==> src/rtl/rfs_pkg.sv <==
// Purpose: Constants for the RF setup command handler.
// Assumes: Byte-wide command stream, one clock.
package rfs_pkg;
   localparam logic [7:0] RFS_CMD_SET_LOSS = 8'h55;
   localparam logic [7:0] RFS_CMD_GET_LOSS = 8'h56;
   localparam logic [7:0] RFS_CMD_SET_ULS  = 8'h57;
   localparam logic [7:0] RFS_CMD_GET_ULS  = 8'h58;
   localparam logic [7:0] RFS_CMD_SET_FREQ = 8'h60;
   localparam logic [7:0] RFS_CR           = 8'h0D;
   localparam logic [7:0] RFS_ACK          = 8'h00;
   localparam logic [7:0] RFS_NACK         = 8'h01;
   localparam logic [7:0] RFS_LOSS_MAX     = 8'h03;
   localparam logic [1:0] RFS_LOSS_RST     = 2'h0;
   localparam logic [3:0] RFS_PROT_IAG     = 4'h2;
   localparam logic [3:0] RFS_PROT_CVISN   = 4'h3;
   localparam logic [3:0] RFS_PROT_T21     = 4'h4;
   localparam logic [3:0] RFS_PROT_ISO     = 4'h8;
   localparam int         RFS_NPROT        = 4;
   localparam int         RFS_PROT_LSB     = 4;
   localparam logic [15:0] RFS_FREQ_RST    = 16'h0198;
   localparam int         RFS_STEP_KHZ     = 250;
   localparam int         RFS_BASE_MHZ     = 800;
   localparam int         RFS_MAX_REPLY    = 4;
   localparam int         RFS_MAX_ARGS     = 3;
   typedef enum logic [2:0] {RFS_IDLE, RFS_ARGS, RFS_TAIL, RFS_EXEC, RFS_SEND} rfs_state_e;
endpackage

==> src/rtl/rfs_tx.sv <==
// Purpose: Serialises a reply of up to four bytes onto a valid/ready byte port.
// Assumes: Reply bytes are held stable while busy.
// Notes: Busy from load until the last byte is taken.
`timescale 1ns/10ps
module rfs_tx
   import rfs_pkg::*;
(
   // Clock and reset
   input  wire logic       ref_clk_i,
   input  wire logic       arst_n_i,
   // Load side
   input  wire logic       load_i,
   input  wire logic [2:0] len_i,
   input  wire logic [7:0] b0_i,
   input  wire logic [7:0] b1_i,
   input  wire logic [7:0] b2_i,
   input  wire logic [7:0] b3_i,
   output logic            busy_o,
   // Byte out
   output logic [7:0]      tx_data_o,
   output logic            tx_valid_o,
   input  wire logic       tx_ready_i
);
   logic [2:0] idx_q, idx_d;
   logic [2:0] len_q, len_d;
   logic       busy_q, busy_d;
   logic [7:0] data_d;

   always_comb
   begin
      idx_d  = idx_q;
      len_d  = len_q;
      busy_d = busy_q;
      if (load_i && !busy_q)
      begin
         idx_d  = 3'h0;
         len_d  = len_i;
         busy_d = 1'b1;
      end
      else if (busy_q && tx_ready_i)
      begin
         idx_d = idx_q + 3'h1;
         if (idx_q + 3'h1 == len_q)
         begin
            busy_d = 1'b0;
         end
      end
      unique case (idx_d[1:0])
         2'h0: data_d = b0_i;
         2'h1: data_d = b1_i;
         2'h2: data_d = b2_i;
         2'h3: data_d = b3_i;
      endcase
   end

   always_ff @(posedge ref_clk_i or negedge arst_n_i)
   begin
      if (!arst_n_i)
      begin
         idx_q     <= 3'h0;
         len_q     <= 3'h0;
         busy_q    <= 1'b0;
         tx_data_o <= 8'h00;
      end
      else
      begin
         idx_q     <= idx_d;
         len_q     <= len_d;
         busy_q    <= busy_d;
         tx_data_o <= data_d;
      end
   end

   assign busy_o     = busy_q;
   assign tx_valid_o = busy_q;
endmodule

==> src/rtl/rfs_cmd.sv <==
// Purpose: Parses RF setup command frames and holds the RF configuration.
// Assumes: Host bytes arrive on a valid/ready port synchronous to ref_clk_i.
// Notes: Unknown commands and malformed frames are dropped without reply.
`timescale 1ns/10ps
module rfs_cmd
   import rfs_pkg::*;
(
   // Clock and reset
   input  wire logic        ref_clk_i,
   input  wire logic        arst_n_i,
   // Host byte in
   input  wire logic [7:0]  rx_data_i,
   input  wire logic        rx_valid_i,
   output logic             rx_ready_o,
   // Host byte out
   output logic [7:0]       tx_data_o,
   output logic             tx_valid_o,
   input  wire logic        tx_ready_i,
   // RF configuration
   output logic [1:0]       line_loss_o,
   output logic [3:0]       uls_ctrl_o [RFS_NPROT],
   output logic [RFS_NPROT-1:0] uplink_from_src1_o,
   output logic [15:0]      freq_src1_o,
   output logic [15:0]      freq_src2_o,
   output logic             freq_load_o
);
   // ------------------------------------------------------------
   // Frame parser
   // ------------------------------------------------------------
   rfs_state_e st_q, st_d;
   logic [7:0] cmd_q, cmd_d;
   logic [7:0] arg_q [RFS_MAX_ARGS];
   logic [7:0] arg_d [RFS_MAX_ARGS];
   logic [1:0] cnt_q, cnt_d;
   logic [1:0] need;
   logic       tx_busy;
   logic       rx_fire;

   assign rx_ready_o = (st_q == RFS_IDLE) || (st_q == RFS_ARGS) || (st_q == RFS_TAIL);
   assign rx_fire    = rx_valid_i && rx_ready_o;

   always_comb
   begin
      unique case (cmd_q)
         RFS_CMD_SET_LOSS: need = 2'd1;
         RFS_CMD_GET_LOSS: need = 2'd0;
         RFS_CMD_SET_ULS:  need = 2'd1;
         RFS_CMD_GET_ULS:  need = 2'd1;
         default:          need = 2'd3;
      endcase
   end

   always_comb
   begin
      st_d  = st_q;
      cmd_d = cmd_q;
      arg_d = arg_q;
      cnt_d = cnt_q;
      unique case (st_q)
         RFS_IDLE:
            if (rx_fire)
            begin
               cmd_d = rx_data_i;
               cnt_d = 2'd0;
               if (rx_data_i == RFS_CMD_GET_LOSS)
               begin
                  st_d = RFS_TAIL;
               end
               else if (rx_data_i == RFS_CMD_SET_LOSS || rx_data_i == RFS_CMD_SET_ULS ||
                        rx_data_i == RFS_CMD_GET_ULS || rx_data_i == RFS_CMD_SET_FREQ)
               begin
                  st_d = RFS_ARGS;
               end
            end
         RFS_ARGS:
            if (rx_fire)
            begin
               arg_d[cnt_q] = rx_data_i;
               cnt_d        = cnt_q + 2'd1;
               if (cnt_q + 2'd1 == need)
               begin
                  st_d = RFS_TAIL;
               end
            end
         RFS_TAIL:
            if (rx_fire)
            begin
               // A missing terminator drops the frame so the parser resyncs.
               st_d = (rx_data_i == RFS_CR) ? RFS_EXEC : RFS_IDLE;
            end
         RFS_EXEC:
            st_d = RFS_SEND;
         RFS_SEND:
            if (!tx_busy)
            begin
               st_d = RFS_IDLE;
            end
      endcase
   end

   always_ff @(posedge ref_clk_i or negedge arst_n_i)
   begin
      if (!arst_n_i)
      begin
         st_q  <= RFS_IDLE;
         cmd_q <= 8'h00;
         cnt_q <= 2'd0;
         for (int i = 0; i < RFS_MAX_ARGS; i++)
         begin
            arg_q[i] <= 8'h00;
         end
      end
      else
      begin
         st_q  <= st_d;
         cmd_q <= cmd_d;
         cnt_q <= cnt_d;
         arg_q <= arg_d;
      end
   end

   // ------------------------------------------------------------
   // Configuration state and reply
   // ------------------------------------------------------------
   logic [1:0]  loss_q, loss_d;
   logic [3:0]  uls_q [RFS_NPROT];
   logic [3:0]  uls_d [RFS_NPROT];
   logic [15:0] f1_q, f1_d, f2_q, f2_d;
   logic        fld_q, fld_d;
   logic        exec;
   logic        loss_ok;
   logic [3:0]  prot;
   logic [2:0]  r_len;
   logic [7:0]  r_b1, r_b2;
   logic [7:0]  uls_rd;
   localparam logic [3:0] PROT_CODE [RFS_NPROT] =
      '{RFS_PROT_IAG, RFS_PROT_CVISN, RFS_PROT_T21, RFS_PROT_ISO};

   assign exec    = (st_q == RFS_EXEC);
   assign loss_ok = (arg_q[0] <= RFS_LOSS_MAX);
   assign prot    = arg_q[0][7:RFS_PROT_LSB];

   always_comb
   begin
      loss_d = loss_q;
      uls_d  = uls_q;
      f1_d   = f1_q;
      f2_d   = f2_q;
      fld_d  = 1'b0;
      uls_rd = {prot, 4'h0};
      r_len  = 3'd4;
      r_b1   = arg_q[0];
      r_b2   = RFS_ACK;
      for (int p = 0; p < RFS_NPROT; p++)
      begin
         if (prot == PROT_CODE[p])
         begin
            uls_rd = {prot, uls_q[p]};
            if (exec && cmd_q == RFS_CMD_SET_ULS)
            begin
               uls_d[p] = arg_q[0][3:0];
            end
         end
      end
      unique case (cmd_q)
         RFS_CMD_SET_LOSS:
         begin
            r_b2 = loss_ok ? RFS_ACK : RFS_NACK;
            if (exec && loss_ok)
            begin
               loss_d = arg_q[0][1:0];
            end
         end
         RFS_CMD_GET_LOSS:
            r_b1 = {6'h00, loss_q};
         RFS_CMD_GET_ULS:
            r_b1 = uls_rd;
         RFS_CMD_SET_FREQ:
         begin
            r_len = 3'd4;
            if (exec)
            begin
               fld_d = 1'b1;
               if (arg_q[0][0] == 1'b0)
               begin
                  f1_d = {arg_q[1], arg_q[2]};
               end
               else
               begin
                  f2_d = {arg_q[1], arg_q[2]};
               end
            end
         end
         default:
            r_b1 = arg_q[0];
      endcase
   end

   always_ff @(posedge ref_clk_i or negedge arst_n_i)
   begin
      if (!arst_n_i)
      begin
         loss_q <= RFS_LOSS_RST;
         f1_q   <= RFS_FREQ_RST;
         f2_q   <= RFS_FREQ_RST;
         fld_q  <= 1'b0;
         for (int i = 0; i < RFS_NPROT; i++)
         begin
            uls_q[i] <= 4'h0;
         end
      end
      else
      begin
         loss_q <= loss_d;
         uls_q  <= uls_d;
         f1_q   <= f1_d;
         f2_q   <= f2_d;
         fld_q  <= fld_d;
      end
   end

   // Control bit one means the uplink borrows the downlink source 1.
   genvar g;
   generate
      for (g = 0; g < RFS_NPROT; g++)
      begin : g_uls
         assign uls_ctrl_o[g]         = uls_q[g];
         assign uplink_from_src1_o[g] = uls_q[g][0];
      end
   endgenerate

   assign line_loss_o = loss_q;
   assign freq_src1_o = f1_q;
   assign freq_src2_o = f2_q;
   assign freq_load_o = fld_q;

   rfs_tx u_tx
   (
      .ref_clk_i  (ref_clk_i),
      .arst_n_i   (arst_n_i),
      .load_i     (exec),
      .len_i      (r_len),
      .b0_i       (cmd_q),
      .b1_i       (r_b1),
      .b2_i       (r_b2),
      .b3_i       (RFS_CR),
      .busy_o     (tx_busy),
      .tx_data_o  (tx_data_o),
      .tx_valid_o (tx_valid_o),
      .tx_ready_i (tx_ready_i)
   );
endmodule

==> config.mk <==
export PLATFORM = sky130hd
export DESIGN_NAME = rfs_cmd
export DESIGN_NICKNAME = d
export VERILOG_FILES = /design/src/rtl/rfs_pkg.sv /design/src/rtl/rfs_tx.sv /design/src/rtl/rfs_cmd.sv
export SDC_FILE = /design/constraint.sdc
export NUM_CORES = 1
export LEC_CHECK = 0
export BUFFER_PORTS_ARGS = -buffer_cell sky130_fd_sc_hd__buf_2
export CORE_MARGIN = 4
export CORE_UTILIZATION = 51
export CTS_BUF_LIST = sky130_fd_sc_hd__clkbuf_4 sky130_fd_sc_hd__clkbuf_8 sky130_fd_sc_hd__clkbuf_16
export DETAILED_ROUTE_END_ITERATION = 16
export PLACE_DENSITY = 0.84
export SKIP_CTS_REPAIR_TIMING = 1
export SYNTH_ARGS = -nofsm -noshare
export SYNTH_HDL_FRONTEND = slang
export SYNTH_SLANG_ARGS = --single-unit
==> constraint.sdc <==
create_clock -name ref_clk_i -period 2.1 [get_ports ref_clk_i]
set_clock_uncertainty 0.15 [all_clocks]
set_input_delay 0.21 -clock ref_clk_i [delete_from_list [all_inputs] [get_ports ref_clk_i]]
set_output_delay 0.21 -clock ref_clk_i [all_outputs]
set_load 0.02 [all_outputs]
==> results.cfg <==
[status]
outcome = complete, but fails checks
violations = negative hold slack

[setup_path]
cp-start-kind = flip-flop
worst-r2r-setup-slack_ps = 40
timing.critical_path.to_type = flip-flop
worst_ep_required_time_ps = 2210
worstPathMaxFanout = 6
arrival_ps = 2170
setup.worst_path.class = reg2reg

[die]
placementRows = 34
dieWidth_um = 103.4
io_pins = 77
die_area_um2 = 10700
dieHeight_um = 103.4
starting_density_of_the_core = 0.5276
core_region_area_um2 = 8806

[detailed_routing]
wl_per_cell_um = 19.18
drt_first_pass_iters = 6
routed_via_density = 5.856
route.final.wire_length_um = 10780
detail_route.iter0.violations = 260
detail-route-antenna-nets = 0
drc = 0
dr_total_vias = 3291

[logic_synthesis]
synthDistinctLibCells = 59
synth-warning-count = 0
async_reset_ff_frac = 1.000
synthTopCellsByArea = sky130_fd_sc_hd__dfrtp_1 (50%), sky130_fd_sc_hd__mux2_2 (17%), sky130_fd_sc_hd__dfstp_2 (4.5%)
syn-cell-area_um2 = 4646
synth-seq-area-share = 0.5462
netlist.top_cell.by_area = sky130_fd_sc_hd__dfrtp_1
synth_nets = 376
synth_top_area_share = 0.5009
postSynthCellCount = 359
synth.ff_latch_count = 101
synth_enable_flop_cells = 0
avgSynthCellArea_um2 = 12.94
synth_flop_cell = sky130_fd_sc_hd__dfrtp_1

[power_and_ir_drop]
power_per_cell_area_nw_per_um2 = 1225
vdd_drop_max_v = 0.0005230
power_leakage_uw = 0.002702
fin_total_pwr_uw = 6708

[job]
timing.max_cap.violations = 0

[cts]
clock_tree.htree_level_count = 3
clk_pin_slew_ps = 100
cts_inserted_buffers = 9
cts-root-to-sink-buffers = 2
cts-root-buf = sky130_fd_sc_hd__clkbuf_8
tritoncts = yes
worst_skew_pair.late_latency_ps = 370
cts.sinks = 101

[global_routing]
grt_start_max_net_pins = 53
first_pass_grt_wire_length_um = 17190
number_of_antenna_violations_at_the_first_check_in_global_routing = 0
grt_overflow_total = 0
vias_in_the_first_global_route = 3443
grtUsageTotal = 0.2106

[timing]
max_freq_mhz = 484.6
worst_hold_slack_ps = -26.50
timing_worst_slew_pin_value_ps = 541.4
fin_crit_ps = 2063
max-slew-margin-rel = 0.6352
finalMaxSlewViolations = 0
final_hold_viol_count = 1
period_share = 0.9826
setup_viol = 0

[finish]
synthToLayoutAreaGrowth_pct = 17.83
n_antenna_cell = 0
fin_nets = 466
layout_commonest_cell = sky130_fd_sc_hd__dfrtp_1
postLayoutCellArea_um2 = 5474
leading_cell_types_in_the_layout_fill_and_taps_excluded = sky130_fd_sc_hd__dfrtp_1 (91), sky130_fd_sc_hd__buf_2 (75), sky130_fd_sc_hd__mux2_2 (72)
final_layout_size_suffix_gt1_frac = 0.4736
final_cells = 562

[min_path]
hp-class = in2reg

[place]
post-dp-hpwl_um = 7553
buffer_ports.inserted = 76
dpl.cell_count = 544
place_area_um2 = 5219
gp_congestion = 0.9088
## routing by layer
layer,share of wire,vias to the layer above,global-route usage
met5,0,-,0
met4,0.020,0,0.08267
met3,0.053,20,0.03823
met2,0.53,110,0.3618
met1,0.39,1679,0.2639
li1,-,1482,-
## logic make-up after synthesis
family                     after synthesis  share of synthesized area
AOI/OAI and AO/OA                       46                    0.07003
xor gates and xnor gates                 5                   0.009428
adders and majority gates                5                    0.01347
buffers and inverters                   21                    0.02585
DFF                                    101                     0.5462
muxes                                   89                     0.2219
and+or+nand+nor                         92                     0.1131
## critical path, stage by stage, from the launching register on
cell and delay (ps):
sky130_fd_sc_hd__dfrtp_1 460, sky130_fd_sc_hd__nor2b_1 300, sky130_fd_sc_hd__nand3_1 210, sky130_fd_sc_hd__nor2_1 270, sky130_fd_sc_hd__nand4_1 120, sky130_fd_sc_hd__buf_4 180
sky130_fd_sc_hd__mux2_2 270
## final timing paths
check,from,end,cells after the start
min reg2reg,st_q[1]$_DFFE_PN0P_,st_q[2]$_DFFE_PN0P_,1
min in group asynchronous,arst_n_i,arg_q[3]$_DFFE_PN0P_,2
max,cmd_q[2]$_DFFE_PN0P_,uls_ctrl_o[8]$_DFFE_PN0P_,6
min,tx_ready_i,u_tx.busy_o$_DFFE_PN0P_,2
max in group asynchronous,arst_n_i,freq_src2_o[8]$_DFFE_PN1P_,3
max reg2reg,cmd_q[2]$_DFFE_PN0P_,uls_ctrl_o[8]$_DFFE_PN0P_,6
## power by group
| part | total (uW) | switching [uW] | leakage [uW] | internal [uW] |
|---|---|---|---|---|
| logic | 2490 | 1330 | 0.00131 | 1160 |
| registers | 2940 | 505 | 0.00129 | 2440 |
| clock network | 1270 | 705 | 0.000103 | 570 |
| total | 6710 | 2540 | 0.00270 | 4170 |
## registers in the layout (all words and copies together) (netlist names)
register        flops
arg_q              24
cmd_q               8
cnt_q               2
freq_load_o         1
freq_src1_o        16
freq_src2_o        16
line_loss_o         2
st_q                3
u_tx.busy_o         1
u_tx.idx_q          3
u_tx.len_q          1
u_tx.tx_data_o      8
uls_ctrl_o         16
## Yosys cell counts (all sizes together), types with 4 or more instances
cell type and number:
dfrtp 93, mux2 82, nand2 25, nor2 15
buf 11, a21oi 10, dfstp 8, nor3 8
mux2i 7, nand3 7, clkbuf 6, nor2b 6
o21ai 6, ha 5, nand2b 5, a22o 4
inv 4, nor4 4
## final cells by class
class	count	area (um2)
tap	108	135.1
clock buffer	9	123.9
clock inverter	7	80.08
multi-input combinational	237	2019
timing repair buffer	96	560.5
inverter	4	15.01
sequential	101	2540
fill	675	3332
## metrics by stage
step / util / hold slack, ps / setup WS [ps] / TNS (ps)
finish: 0.6216 / -26.50 / 36.57 / 0
global route: 0.6216 / 12.18 / -8.731 / -18.95
CTS: 0.6158 / -371.1 / -113.6 / -192.9
detailed placement: 0.5926 / 24.49 / -32.85 / -58.16
global placement: 0.5926 / 24.79 / 79.23 / 0
floorplan: - / -235.6 / 36.58 / 0
Power figures use the tool's default switching activity.
